==> config.mk <==
export PLATFORM = sky130hd
export DESIGN_NAME = nac_node_cfg
export DESIGN_NICKNAME = d
export VERILOG_FILES = /design/src/common/nac_pkg.sv /design/src/verilog/nac_clk_div.sv /design/src/verilog/nac_node_cfg.sv
export VERILOG_INCLUDE_DIRS = /design/src /design/src/common
export SDC_FILE = /design/constraint.sdc
export NUM_CORES = 1
export LEC_CHECK = 0
export BUFFER_PORTS_ARGS = -buffer_cell sky130_fd_sc_hd__buf_4
export CORE_ASPECT_RATIO = 0.8
export CORE_MARGIN = 4
export CORE_UTILIZATION = 24
export CTS_BUF_LIST = sky130_fd_sc_hd__clkbuf_16
export DETAILED_ROUTE_END_ITERATION = 8
export GPL_TIMING_DRIVEN = 0
export SKIP_CTS_REPAIR_TIMING = 1
export SYNTH_ARGS = -nofsm -noshare
export SYNTH_HDL_FRONTEND = slang
export SYNTH_SLANG_ARGS = --single-unit
==> constraint.sdc <==
create_clock -name I_CLK -period 4.6 [get_ports I_CLK]
set_input_delay 0.23 -clock I_CLK [delete_from_list [all_inputs] [get_ports I_CLK]]
set_output_delay 0.23 -clock I_CLK [all_outputs]
set_load 0.005 [all_outputs]
==> src/common/nac_params.svh <==
/*
 Timing counts, widths and reset values of the node address and clock setup block.
 Assumes it is included by bare name wherever these macros are used.
*/
`ifndef NAC_PARAMS_SVH
`define NAC_PARAMS_SVH

`define NAC_SLOW_MHZ     40
`define NAC_FAST_MHZ     80
`define NAC_BIT_NS       1000
`define NAC_BIT_TICKS    ((`NAC_BIT_NS * `NAC_SLOW_MHZ) / 1000)
`define NAC_GAP_BITS     2
`define NAC_ADDR_W       6
`define NAC_ADDR_RST     6'h00
`define NAC_ADDR_MAX     6'h3f
`define NAC_RST_MIN_CYC  10
`define NAC_CONFIRM_US   50

`endif

==> src/common/nac_pkg.sv <==
/*
 Types of the node address and clock setup block.
 Assumes nac_params.svh is on the include path.
*/
`include "nac_params.svh"

package nac_pkg;

	typedef enum logic [1:0] {
		NAC_IDLE  = 2'h0,
		NAC_START = 2'h1,
		NAC_DATA  = 2'h3,
		NAC_STOP  = 2'h2
	} nac_ser_t;

	typedef struct packed {
		logic                   clk_rate_select;
		logic                   addr_method_select;
		logic                   break_frame_request;
		logic [`NAC_ADDR_W-1:0] addr_strap_n;
	} nac_pins_t;

endpackage

==> src/verilog/nac_clk_div.sv <==
/*
 Divide-by-two of the fast reference clock into a working clock and its tick.
 Assumes a reset already released synchronously to i_clk.
*/
`timescale 1ns/1ps

module nac_clk_div (
	input  wire logic i_clk,
	input  wire logic i_rst_n,
	input  wire logic i_fast,
	output logic      o_work_clk,
	output logic      o_tick
);

	logic phase_reg;
	logic phase_next;

	// Toggle every rising edge in fast mode, held low in slow mode: a balanced duty cycle whatever the input duty
	always_comb begin
		phase_next = i_fast ? ~phase_reg : 1'b0; // RULE17
	end

	always_ff @(posedge i_clk or negedge i_rst_n) begin
		if (!i_rst_n) begin
			phase_reg <= 1'b0;
		end else begin
			phase_reg <= phase_next;
		end
	end

	assign o_work_clk = phase_reg;
	// Fast rate works on every other edge, slow rate on every edge
	assign o_tick     = !i_fast || phase_reg; // RULE2
endmodule

==> src/verilog/nac_node_cfg.sv <==
/*
 Start-up configuration of a network node: clock rate, reset qualifying,
 node address from straps or from the address chain, and the chain output.
 Assumes strap and chain pins are asynchronous; the reset pin is held low
 for more than ten clock cycles with the clock running.
*/
`timescale 1ns/1ps
`include "nac_params.svh"

// Rules for this block and its board
// RULE1: Rate strap selects slow or fast reference.
// RULE2: Fast reference divided down to slow rate.
// RULE3: Bit rate independent of reference rate choice.
// RULE4: Low reset resets all, released synchronously.
// RULE5: Reset held over ten cycles, clock running.
// RULE6: Address straps are active low.
// RULE7: Method high: address from parallel straps.
// RULE8: Method low: serial address on bit 0.
// RULE9: Serial mode address is received plus one.
// RULE10: Board grounds straps 1 to 5 serially.
// RULE11: Accept only two identical consecutive frames.
// RULE12: Active-low chain output sends next address.
// RULE13: Active-high break frame request input.
// RULE14: Chain sends own address plus one, wrapping.
// RULE15: Allow about 50 us per chain node.
// RULE16: Hold address until confirmed; reset clears match.
// RULE17: Fast reference divided by two, balanced duty.
module nac_node_cfg #(
	parameter int BIT_TICKS = `NAC_BIT_TICKS,
	parameter int GAP_BITS  = `NAC_GAP_BITS
) (
	input  wire logic                   I_CLK,
	input  wire logic                   I_RST_N,
	input  wire logic                   I_CLK_RATE_SELECT,
	input  wire logic                   I_ADDR_METHOD_SELECT,
	input  wire logic [`NAC_ADDR_W-1:0] I_ADDR_STRAP_N,
	input  wire logic                   I_BREAK_FRAME_REQUEST,
	output logic                        O_WORK_CLK,
	output logic                        O_FAST_RATE,
	output logic                        O_RST_N,
	output logic [`NAC_ADDR_W-1:0]      O_NODE_ADDR,
	output logic                        O_ADDR_VALID,
	output logic                        O_ADDR_CHAIN_OUT_N,
	output logic                        O_BIT_STROBE,
	output logic                        O_BREAK_REQ
);

	if (BIT_TICKS < 4 || BIT_TICKS > 255) begin : g_bad_bit
		$error("BIT_TICKS must lie in 4..255");
	end
	if (GAP_BITS < 1 || GAP_BITS > 8) begin : g_bad_gap
		$error("GAP_BITS must lie in 1..8");
	end

	localparam logic [7:0] BIT_M1    = 8'(BIT_TICKS - 1);
	localparam logic [7:0] HALF_M1   = 8'(BIT_TICKS / 2 - 1);
	localparam logic [2:0] GAP_M1    = 3'(GAP_BITS - 1);
	localparam logic [2:0] DATA_LAST = 3'(`NAC_ADDR_W - 1);

	// Reset: asserted at once, released on the clock
	logic rst_q1_reg;
	logic rst_q2_reg;
	logic rst_n_int;

	always_ff @(posedge I_CLK or negedge I_RST_N) begin
		if (!I_RST_N) begin
			rst_q1_reg <= 1'b0; // RULE4
			rst_q2_reg <= 1'b0;
		end else begin
			rst_q1_reg <= 1'b1;
			rst_q2_reg <= rst_q1_reg;
		end
	end
	assign rst_n_int = rst_q2_reg;
	assign O_RST_N   = rst_q2_reg;

	// Pin synchronisers; only the second stage is read
	nac_pkg::nac_pins_t pins_raw;
	nac_pkg::nac_pins_t pins_s1_reg;
	nac_pkg::nac_pins_t pins;

	assign pins_raw = '{clk_rate_select:     I_CLK_RATE_SELECT,
	                    addr_method_select:  I_ADDR_METHOD_SELECT,
	                    break_frame_request: I_BREAK_FRAME_REQUEST,
	                    addr_strap_n:        I_ADDR_STRAP_N};

	always_ff @(posedge I_CLK or negedge I_RST_N) begin
		if (!I_RST_N) begin
			pins_s1_reg <= '0;
			pins        <= '0;
		end else begin
			pins_s1_reg <= pins_raw;
			pins        <= pins_s1_reg;
		end
	end

	logic tick;

	nac_clk_div i_nac_clk_div (
		.i_clk      (I_CLK),
		.i_rst_n    (rst_n_int),
		.i_fast     (pins.clk_rate_select), // RULE1
		.o_work_clk (O_WORK_CLK),
		.o_tick     (tick)
	);
	assign O_FAST_RATE = pins.clk_rate_select;

	// Break request passes straight through, registered
	logic brk_reg;
	always_ff @(posedge I_CLK or negedge rst_n_int) begin
		if (!rst_n_int) begin
			brk_reg <= 1'b0;
		end else begin
			brk_reg <= pins.break_frame_request; // RULE13
		end
	end
	assign O_BREAK_REQ = brk_reg;

	// Address receiver. Line low on strap bit 0 means a one.
	logic                   ser_in;
	nac_pkg::nac_ser_t      rx_st_reg,   rx_st_next;
	logic [7:0]             rx_cnt_reg,  rx_cnt_next;
	logic [2:0]             rx_bit_reg,  rx_bit_next;
	logic [`NAC_ADDR_W-1:0] rx_sh_reg,   rx_sh_next;
	logic [`NAC_ADDR_W-1:0] last_reg,    last_next;
	logic                   have_reg,    have_next;
	logic [`NAC_ADDR_W-1:0] addr_reg,    addr_next;
	logic                   valid_reg,   valid_next;
	logic                   frame_ok;
	logic                   accept;

	assign ser_in = ~pins.addr_strap_n[0]; // RULE8

	always_comb begin
		rx_st_next  = rx_st_reg;
		rx_cnt_next = rx_cnt_reg;
		rx_bit_next = rx_bit_reg;
		rx_sh_next  = rx_sh_reg;
		last_next   = last_reg;
		have_next   = have_reg;
		addr_next   = addr_reg;
		valid_next  = valid_reg;
		frame_ok    = 1'b0;
		accept      = 1'b0;
		if (pins.addr_method_select) begin
			addr_next   = ~pins.addr_strap_n; // RULE6 RULE7
			valid_next  = 1'b1;
			have_next   = 1'b0;
			rx_st_next  = nac_pkg::NAC_IDLE;
			rx_cnt_next = 8'h00;
		end else if (tick) begin // RULE3
			unique case (rx_st_reg)
				nac_pkg::NAC_IDLE: begin
					if (ser_in) begin
						rx_st_next  = nac_pkg::NAC_START;
						rx_cnt_next = 8'h00;
					end
				end
				nac_pkg::NAC_START: begin
					// Mid-bit check rejects glitches on the idle line
					if (rx_cnt_reg == HALF_M1) begin
						rx_cnt_next = 8'h00;
						rx_bit_next = 3'h0;
						rx_st_next  = ser_in ? nac_pkg::NAC_DATA : nac_pkg::NAC_IDLE;
					end else begin
						rx_cnt_next = rx_cnt_reg + 8'h01;
					end
				end
				nac_pkg::NAC_DATA: begin
					if (rx_cnt_reg == BIT_M1) begin
						rx_cnt_next = 8'h00;
						rx_sh_next  = {ser_in, rx_sh_reg[`NAC_ADDR_W-1:1]};
						if (rx_bit_reg == DATA_LAST) begin
							rx_st_next = nac_pkg::NAC_STOP;
						end else begin
							rx_bit_next = rx_bit_reg + 3'h1;
						end
					end else begin
						rx_cnt_next = rx_cnt_reg + 8'h01;
					end
				end
				nac_pkg::NAC_STOP: begin
					if (rx_cnt_reg == BIT_M1) begin
						rx_cnt_next = 8'h00;
						rx_st_next  = nac_pkg::NAC_IDLE;
						if (!ser_in) begin
							frame_ok = 1'b1;
						end else begin
							have_next = 1'b0; // RULE11
						end
					end else begin
						rx_cnt_next = rx_cnt_reg + 8'h01;
					end
				end
			endcase
			if (frame_ok) begin
				// One frame alone never moves the address
				accept    = have_reg && (rx_sh_reg == last_reg); // RULE11 RULE16
				last_next = rx_sh_reg;
				have_next = 1'b1;
				if (accept) begin
					addr_next  = rx_sh_reg + 6'h01; // RULE9
					valid_next = 1'b1;
				end
			end
		end
	end

	always_ff @(posedge I_CLK or negedge rst_n_int) begin
		if (!rst_n_int) begin
			rx_st_reg  <= nac_pkg::NAC_IDLE;
			rx_cnt_reg <= 8'h00;
			rx_bit_reg <= 3'h0;
			rx_sh_reg  <= `NAC_ADDR_RST;
			last_reg   <= `NAC_ADDR_RST;
			have_reg   <= 1'b0; // RULE16
			addr_reg   <= `NAC_ADDR_RST;
			valid_reg  <= 1'b0;
		end else begin
			rx_st_reg  <= rx_st_next;
			rx_cnt_reg <= rx_cnt_next;
			rx_bit_reg <= rx_bit_next;
			rx_sh_reg  <= rx_sh_next;
			last_reg   <= last_next;
			have_reg   <= have_next;
			addr_reg   <= addr_next;
			valid_reg  <= valid_next;
		end
	end
	assign O_NODE_ADDR  = addr_reg;
	assign O_ADDR_VALID = valid_reg;

	// Chain transmitter: gap, start, six data bits LSB first, stop, repeat
	nac_pkg::nac_ser_t      tx_st_reg,  tx_st_next;
	logic [7:0]             tx_cnt_reg, tx_cnt_next;
	logic [2:0]             tx_bit_reg, tx_bit_next;
	logic [`NAC_ADDR_W-1:0] tx_sh_reg,  tx_sh_next;
	logic                   out_n_reg,  out_n_next;
	logic                   strobe_reg, strobe_next;
	logic                   bit_end;

	always_comb begin
		tx_st_next  = tx_st_reg;
		tx_cnt_next = tx_cnt_reg;
		tx_bit_next = tx_bit_reg;
		tx_sh_next  = tx_sh_reg;
		bit_end     = tick && (tx_cnt_reg == BIT_M1);
		strobe_next = bit_end; // RULE3
		if (tick) begin
			tx_cnt_next = bit_end ? 8'h00 : tx_cnt_reg + 8'h01;
		end
		if (bit_end) begin
			unique case (tx_st_reg)
				nac_pkg::NAC_IDLE: begin
					if (tx_bit_reg == GAP_M1) begin
						tx_st_next  = nac_pkg::NAC_START;
						tx_bit_next = 3'h0;
						tx_sh_next  = addr_reg + 6'h01; // RULE14
					end else begin
						tx_bit_next = tx_bit_reg + 3'h1;
					end
				end
				nac_pkg::NAC_START: begin
					tx_st_next  = nac_pkg::NAC_DATA;
					tx_bit_next = 3'h0;
				end
				nac_pkg::NAC_DATA: begin
					tx_sh_next = {1'b0, tx_sh_reg[`NAC_ADDR_W-1:1]};
					if (tx_bit_reg == DATA_LAST) begin
						tx_st_next = nac_pkg::NAC_STOP;
					end else begin
						tx_bit_next = tx_bit_reg + 3'h1;
					end
				end
				nac_pkg::NAC_STOP: begin
					tx_st_next  = nac_pkg::NAC_IDLE;
					tx_bit_next = 3'h0;
				end
			endcase
		end
		unique case (tx_st_next)
			nac_pkg::NAC_START: out_n_next = 1'b0; // RULE12
			nac_pkg::NAC_DATA:  out_n_next = ~tx_sh_next[0];
			nac_pkg::NAC_IDLE,
			nac_pkg::NAC_STOP:  out_n_next = 1'b1;
		endcase
	end

	always_ff @(posedge I_CLK or negedge rst_n_int) begin
		if (!rst_n_int) begin
			tx_st_reg  <= nac_pkg::NAC_IDLE;
			tx_cnt_reg <= 8'h00;
			tx_bit_reg <= 3'h0;
			tx_sh_reg  <= `NAC_ADDR_RST;
			out_n_reg  <= 1'b1;
			strobe_reg <= 1'b0;
		end else begin
			tx_st_reg  <= tx_st_next;
			tx_cnt_reg <= tx_cnt_next;
			tx_bit_reg <= tx_bit_next;
			tx_sh_reg  <= tx_sh_next;
			out_n_reg  <= out_n_next;
			strobe_reg <= strobe_next;
		end
	end
	assign O_ADDR_CHAIN_OUT_N = out_n_reg;
	assign O_BIT_STROBE       = strobe_reg;
endmodule

## After elaboration in Yosys (flattened, before gate mapping)

Index checks and enable logic that the tools add are counted.

| operators by class | value |
|---|---|
| add/sub/neg operators | 6 |
| eq/ne operators | 27 |
| muxes and demuxes | 51 |
| bitwise gates (word level) | 5 |
| reduce and logical (&&, ||, !) cells | 26 |

Operator list:

| operator | number |
|---|---|
| $mux W8 | 6 |
| $mux W6 | 5 |
| $pmux W8 S3 | 1 |
| $mux W2 | 11 |
| $mux W1 | 17 |
| $add A8 B1 Y8 const B | 2 |
| $eq A8 B6 Y1 const B | 2 |
| $pmux W2 S4 | 2 |
| $mux W3 | 5 |
| $ne A3 B3 Y1 const B | 5 |
| $add A6 B1 Y6 const B | 2 |
| $eq A2 B2 Y1 const B | 6 |
| $pmux W6 S2 | 1 |
| $reduce_and A6 Y1 | 2 |
| $ne A2 B2 Y1 const B | 5 |
| $reduce_bool A2 Y1 | 5 |
| $pmux W3 S3 | 1 |
| $reduce_and A3 Y1 | 3 |
| $eq A8 B5 Y1 const B | 1 |
| $reduce_and A4 Y1 | 2 |
| $add A3 B1 Y3 const B | 2 |
| $eq A2 B1 Y1 const B | 3 |
| $eq A3 B3 Y1 const B | 2 |
| $eq A6 B6 Y1 | 1 |
| 13 further kinds | 23 |

| storage, ports and cells | value |
|---|---|
| flip-flop bits (word level) | 76 |
| input port bits | 11 |
| output and inout port bits | 13 |
| word-level logic and storage cells | 142 |

## Depth between registers and ports, before layout

Gate-level depths: netlist of the first run.

| logic depth | value |
|---|---|
| word-level depth | 8 |
| gate-level depth with buffers | 9 |
| mapped depth without buffers | 7 |

## Modules after synthesis

From an unflattened synthesis of the first run, not the netlist that was laid out.

| second synthesis, totals | value |
|---|---|
| cells, all modules | 329 |
| area total of the unflattened synthesis | 3616.0 sq um |

Modules (own cells, without submodules):

| module | instances | cells each | area each (sq um) | seq. area each (sq um) |
|---|---|---|---|---|
| nac_node_cfg | 1 | 326 | 3578.4 | 1878.1 |
| nac_clk_div | 1 | 3 | 37.5 | 25.0 |

## Worst setup path before layout of the first run

Ideal clock, no wire load.

| timing | value |
|---|---|
| kind | flip-flop to flip-flop |
| start | reg rx_cnt_reg[0] |
| end | reg rx_bit_reg[2] |
| library setup time | 129 ps |
| arrival | 1868 ps |
| required time | 4471 ps |
| setup slack | 2603 ps |
| stages on the path, launching flop included | 7 |
| path buffers | 0 |
| period minus slack after synthesis | 1997 ps |
| cells stage by stage | dfrtp_1 -> ha_1 -> nor4b_2 -> nand2_1 -> or4b_2 -> o21ai_0 -> o21ai_0 |

| on the way | value |
|---|---|
| word-level cells in the longest chain between the ends | 3 |

Ends and longest elaborated chain:

| what | RTL line | source |
|---|---|---|
| start: declaration | nac_node_cfg.sv:122 | `logic [7:0] rx_cnt_reg, rx_cnt_next;` |
| start signal: assignment | nac_node_cfg.sv:221 | `rx_cnt_reg <= rx_cnt_next;` |
| $eq A8 B6 Y1 or $eq A8 B5 Y1 (tied branches) | nac_node_cfg.sv:170, nac_node_cfg.sv:161 |  |
| $ne A2 B2 Y1 (no line) | n/a |  |
| $reduce_and A6 Y1 (no line) (*) | n/a |  |
| end signal: assignment | nac_node_cfg.sv:222 | `rx_bit_reg <= rx_bit_next;` |
| end: declaration | nac_node_cfg.sv:123 | `logic [2:0] rx_bit_reg, rx_bit_next;` |

Every way passes the cells marked *; elsewhere a longest branch is shown, timed or not.
A chain may end at the register's enable or synchronous reset.

## Worst setup path after layout of the first run

| timing | value |
|---|---|
| start | reg rx_cnt_reg[0] |
| end | reg last_reg[5] |

| on the way | value |
|---|---|
| word-level cells in the longest chain between the ends | 6 |

Ends and longest elaborated chain:

| what | RTL line | source |
|---|---|---|
| $eq A8 B6 Y1 | nac_node_cfg.sv:183 | `if (rx_cnt_reg == BIT_M1) begin` |
| $mux W1 | nac_node_cfg.sv:183 |  |
| $mux W1 | nac_node_cfg.sv:152 | `unique case (rx_st_reg)` |
| $mux W1 | nac_node_cfg.sv:151 | `end else if (tick) begin` |
| $mux W1 | nac_node_cfg.sv:145 | `if (pins.addr_method_select) begin` |
| $reduce_and A3 Y1 (no line) | n/a |  |
| end signal: assignment | nac_node_cfg.sv:215 | `` last_reg <= `NAC_ADDR_RST; `` |
| end signal: assignment | nac_node_cfg.sv:224 | `last_reg <= last_next;` |
| end: declaration | nac_node_cfg.sv:125 | `` logic [`NAC_ADDR_W-1:0] last_reg, last_next; `` |

No other way between the ends. The select of a mux whose other input is x is not followed.

==> results.yml, run 1 <==
drt:
  wl_per_cell_um: 12.7
  dr_wl_met3_um: 364
  routed.top_layer: "met4"
  route.met2.wl_um: 2860
  m1WireLength_um: 3440
  wirelength_um: 6780
  postRouteAntennaNets: 0
  drcViolationCount: 0
  drtIter0Drc: 132
  via_count: 2401
  viasPerCell: 4.50
  drt-pass1-iter-count: 4
layout:
  fin_nets: 371
  final_core_util_pct: 31.2
  final_layout_size_suffix_gt1_share_pct: 18.9
  largest_reg_flops: 9
  antenna_cells: 0
  fin_area_sq_um: 4320
  syn2layout_area_growth_pct: 25.1
global_route:
  antenna_found_initial: 0
  grt_pass1_vias: 2333
  grt_max_degree: 32
  gr-usage-all-layers_pct: 9.24
  grt_pass1_wl_um: 11900
  grt_remaining_overflow: 0
pwr:
  power_density_nw_per_um2: 451
  leakagePower_nw: 1.90
  power_mw: 1.94
  irDropWorstVdd_v: 0.000189
synth:
  synth_edf_count: 0
  synth_ff_type: "dfrtp_1"
  synthesis.area_sq_um: 3450
  synth_top_area_cell: "dfrtp_1"
  synth_cell_types: 52
  synth_top_cells_by_count: "75 x dfrtp_1, 33 x nand2_1, 21 x o21ai_0"
  synth_seq_cells: 76
  synth_top_area_share_pct: 54.4
  avgSynthCellArea_sq_um: 11.4
  yosys_warnings: 0
  seq_area_frac_synth_pct: 55.1
  synth.most_common_cell: "dfrtp_1"
  syn_inst: 304
  syn-num-nets: 326
  async_flop_share_pct: 100
  synth_area_leaders: "dfrtp_1 54%, ha_1 4.0%, xnor2_1 3.8%, nand2_1 3.6%, mux2_2 3.6%"
die:
  dieArea_sq_um: 16400
  std_cell_rows: 38
  die_x_um: 142
  core_area_sq_um: 13800
  start_util_pct: 24.9
  chipHeight_um: 115
  io_pins: 24
clocking:
  clock_latency_ns: 0.34
  clock-sinks: 76
  clk_path_buf_depth: 2
  cts_buffers: 9
  cts_max_level: 3
  cts_tree: "yes"
  clkSlewWorstSetupHoldPaths_ns: 0.06
  root_buffer: "clkbuf_16"
timing:
  drv_slew: 0
  totalNegativeSetupSlack_ns: 0
  fin_crit_ns: 2.41
  max_slew_margin_pct: 56.6
  rsz0062_at_grt: "no"
  finalSetupViolations: 0
  timing.final.hold_violations: 0
  tightest_slew_ns: 0.649
  min_period_over_period_pct: 52.3
  max_freq_mhz: 416
  skew_ns: 0.00663
critical_path:
  end_kind: "flop"
  crit_path_start_kind: "flop"
  critPathRequiredTime_ns: 4.82
  worstSetupPathType: "reg -> reg"
  arrival_ns: 2.62
  cp_max_fo: 6
worst_hold_path:
  hold_path.class: "reg -> async"
place:
  dpl.hpwl_um: 4700
  io_buffers: 23
  gp_congestion: 0.771
  dpl_cell_area_sq_um: 3870
flow_run:
  maxCapViolCount: 0
run_status:
  status: "complete, no violations"
-- critical path, stage by stage, from the launching register on --
cell and delay (ns):
dfrtp_1 0.38, ha_1 0.25, nor4b_2 0.40, nand4_1 0.33, nor2_1 0.52, mux2_2 0.41
-- through the flow --
stage          worst slack [ns]  hold WS (ns)  std cells
2_1_floorplan              2.60       -0.0656        304
3_3_place_gp               2.02         0.123        507
3_5_place_dp               2.26         0.128        508
4_1_cts                    2.19        -0.242        524
5_1_grt                    2.00         0.319        534
6_report                   2.19         0.291        534
-- layout by cell type, fill, tap and decap left out, types with 2 or more instances in the layout --
cell and count:
nand3_1 12, a22oi_1 4, clkbuf_1 5, nor3_1 5, nor2_1 16, xnor2_1 15
inv_6 3, and3_1 6, o31ai_1 5, xor2_1 5, or3_1 4, mux2_2 11
nand2b_1 2, ha_1 11, buf_12 2, nand2_1 33, clkbuf_16 9, a21oi_1 10
o21ai_0 21, nand3b_1 2, dfrtp_1 74, or2_2 2, or4_1 3, nand4_1 2
buf_4 23, mux2i_1 12, a21o_1 2, nor4b_2 2, nor2b_1 2, bufinv_16 3
a22o_1 2, dlygate4sd3_1 10, o41ai_1 2, inv_1 9
-- cell families after synthesis --
logic type	synth area share (%)
xor gates and xnor gates	5.08
other	0.109
muxes	7.07
DFF	55.1
adders and majority gates	3.99
buffers and inverters	2.94
AOI/OAI and AO/OA	10.3
and+or+nand+nor	15.3
-- path summary, 6_finish.rpt --
| path | startpoint | endpoint | slack (ns) | depth (start not counted) |
|---|---|---|---|---|
| max | rx_cnt_reg[0]$_DFFE_PN0P_ | last_reg[5]$_DFFE_PN0P_ | 2.19 | 5 |
| min | O_RST_N$_DFF_PN0_ | O_NODE_ADDR[3]$_DFFE_PN0P_ | 0.29 | 0 |
| min reg2reg | O_RST_N$_DFF_PN0_ | O_NODE_ADDR[3]$_DFFE_PN0P_ | 0.29 | 0 |
| max in group asynchronous | O_RST_N$_DFF_PN0_ | rx_cnt_reg[3]$_DFFE_PN0P_ | 3.73 | 1 |
| max reg2reg | rx_cnt_reg[0]$_DFFE_PN0P_ | last_reg[5]$_DFFE_PN0P_ | 2.19 | 5 |
| min in group I_CLK | pins[6]$_DFF_PN0_ | O_BREAK_REQ$_DFF_PN0_ | 0.35 | 0 |
-- layout make-up --
cell class                 instances  area, sq um
buffer                             8         55.1
clock buffer                       9          225
clock inverter                     7          121
fill                            1395         9520
inverter                          11         46.3
multi-input combinational        209         1450
sequential                        76         1900
tap                              180          225
timing repair buffer              34          293
-- where the power goes --
group	switching, mW	internal (mW)
Combinational	0.174	0.134
Sequential	0.0682	0.746
Clock	0.290	0.534
Total	0.531	1.41
-- routing by layer --
metal	vias up	global-route usage, %
met4	0	3.45
met1	1182	13.2
li1	1167	-
met5	-	0
met2	42	12.7
met3	10	3.49
Note: power is estimated with default switching activity, not from simulation.
==> run 2: changes to the inputs <==
clock period = 2.2 ns   (was 4.6 ns; I/O delays follow)
==> results.yml, run 2 (synthesis results as in run 1) <==
timing:
  tightest_slew_ns: 0.638
  fin_ws_ns: 0.0594
  finalSetupViolations: 0
  fin_crit_ns: 2.14
  max_slew_margin_pct: 57.1
  max_freq_mhz: 467
  drv_slew: 0
  min_period_over_period_pct: 97.3
  timing.final.hold_violations: 0
  skew_ns: 0.00718
critical_path:
  r2r_start: "rx_cnt_reg[1]$_DFFE_PN0P_"
  arrival_ns: 2.36
  critical_path.max_stage_delay_ns: 0.49
  end_kind: "flop"
  reg2reg_depth: 6
  timing.rr.end: "rx_sh_reg[3]$_DFFE_PN0P_"
  crit_path_start_kind: "flop"
  worstSetupPathType: "reg -> reg"
  crit_slowest_cell: "or4_1"
  crit_chain: "ha_4 > nor4b_4 > nand2_2 > or4_1 > buf_4 > mux2_2"
  reg2reg_setup_slack_ns: 0.06
  critPathBufInv: 1
  critPathRequiredTime_ns: 2.42
  cp_max_fo: 9
  path_delay_family: "simple AND/OR/NAND/NOR gates"
layout:
  antenna_cells: 0
  largest_reg_flops: 9
  syn2layout_area_growth_pct: 29.4
  final_common_cell: "dfrtp_1"
  final_layout_size_suffix_gt1_share_pct: 24.6
  num-fill-cells: 1381
  most-common-layout-cells: "73 x dfrtp_1, 31 x nand2_1, 31 x buf_4, 21 x o21ai_0, 15 x xnor2_1"
  fin_nets: 379
  stdcell_count: 542
global_route:
  antenna_found_initial: 0
  gr-usage-all-layers_pct: 9.24
  grt_pass1_wl_um: 11900
  grt_pass1_vias: 2333
  grt_max_degree: 32
  grt_remaining_overflow: 0
pwr:
  power_density_nw_per_um2: 928
  leakagePower_nw: 1.96
  irDropWorstVdd_v: 0.000397
clocking:
  clock-sinks: 76
  clock_latency_ns: 0.34
  cts_max_level: 3
  clkSlewWorstSetupHoldPaths_ns: 0.06
  root_buffer: "clkbuf_16"
  cts_buffers: 9
  clk_path_buf_depth: 2
  cts_tree: "yes"
place:
  dpl.hpwl_um: 4700
  io_buffers: 23
  dp_cells: 508
  place_ws_ns: -0.140
  gp_congestion: 0.771
die:
  std_cell_rows: 38
  chipHeight_um: 115
  die_x_um: 142
  core_area_sq_um: 13800
  dieArea_sq_um: 16400
  io_pins: 24
  start_util_pct: 24.9
drt:
  via_count: 2440
  wirelength_um: 7140
  drcViolationCount: 0
  wl_per_cell_um: 13.2
  viasPerCell: 4.50
  drtIter0Drc: 125
  postRouteAntennaNets: 0
  drt-pass1-iter-count: 4
run_status:
  status: "complete, no violations"
worst_hold_path:
  hold_path.class: "in -> async"
flow_run:
  maxCapViolCount: 0
==> run 2: cell types whose count changed in the layout (fill, tap and decap cells not counted), moves of 2 or more <==
| cell | delta |
|---|---|
| buf_4 | +8 |
| o31ai_1 | -4 |
| o31ai_2 | +4 |
| nand2_1 | -2 |
| nand2_2 | +2 |
| nor2_1 | -2 |
| nor2_2 | +2 |
==> run 2: where the power goes <==
group          switching (mW)  internal [mW]  leakage [nW]  total (mW)
clock network           0.606           1.12         0.170        1.72
registers               0.142           1.56         0.964        1.70
logic                   0.404          0.316         0.822       0.720
total                    1.15           2.99          1.96        4.14
==> run 2: metrics by stage <==
step	util [%]	hold slack, ns	cell area (sq um)	TNS [ns]	power [mW]
after floorplan	-	-0.186	3450	0	2.14
after global placement	27.8	0.00258	3850	-16.28	2.32
after detailed placement	28.0	0.00759	3870	-2.14	2.35
after CTS	30.5	-0.362	4220	-3.11	4.10
after global routing	32.3	0.199	4460	-0.311	4.37
final	32.3	0.184	4460	0	4.14
==> run 2: layer usage <==
metal	vias to the layer above	share of wire [%]	global-route usage [%]
met5	-	0	0
met4	0	1.7	3.45
met1	1203	48	13.2
met3	10	5.4	3.49
met2	44	45	12.7
li1	1183	-	-
==> run 2: worst max-delay path by stage <==
stage                               from                   endpoint  slack [ns]  cells past startpoint
3_5_place_dp   rx_cnt_reg[0]$_DFFE_PN0P_    last_reg[0]$_DFFE_PN0P_       -0.14                      5
4_1_cts        rx_cnt_reg[0]$_DFFE_PN0P_    last_reg[5]$_DFFE_PN0P_       -0.21                      5
5_1_grt        rx_cnt_reg[1]$_DFFE_PN0P_    last_reg[5]$_DFFE_PN0P_       -0.04                      5
3_3_place_gp           O_RST_N$_DFF_PN0_  tx_cnt_reg[7]$_DFFE_PN0N_       -0.26                      0
2_1_floorplan  rx_cnt_reg[0]$_DFFE_PN0P_  rx_bit_reg[2]$_DFFE_PN0P_        0.20                      6
6_report       rx_cnt_reg[1]$_DFFE_PN0P_   rx_sh_reg[3]$_DFFE_PN0P_        0.06                      6
==> run 2: final cells by class <==
class | instances | area (sq um) | share of cell area (%)
flip-flops and latches | 76 | 1910 | 42.7
multi-input cells | 209 | 1510 | 33.9
repair buffers | 42 | 365 | 8.18
clock buffers | 9 | 225 | 5.04
well taps | 180 | 225 | 5.04
clock inverters | 7 | 121 | 2.72
plain buffers | 8 | 57.6 | 1.29
inverters | 11 | 50.0 | 1.12
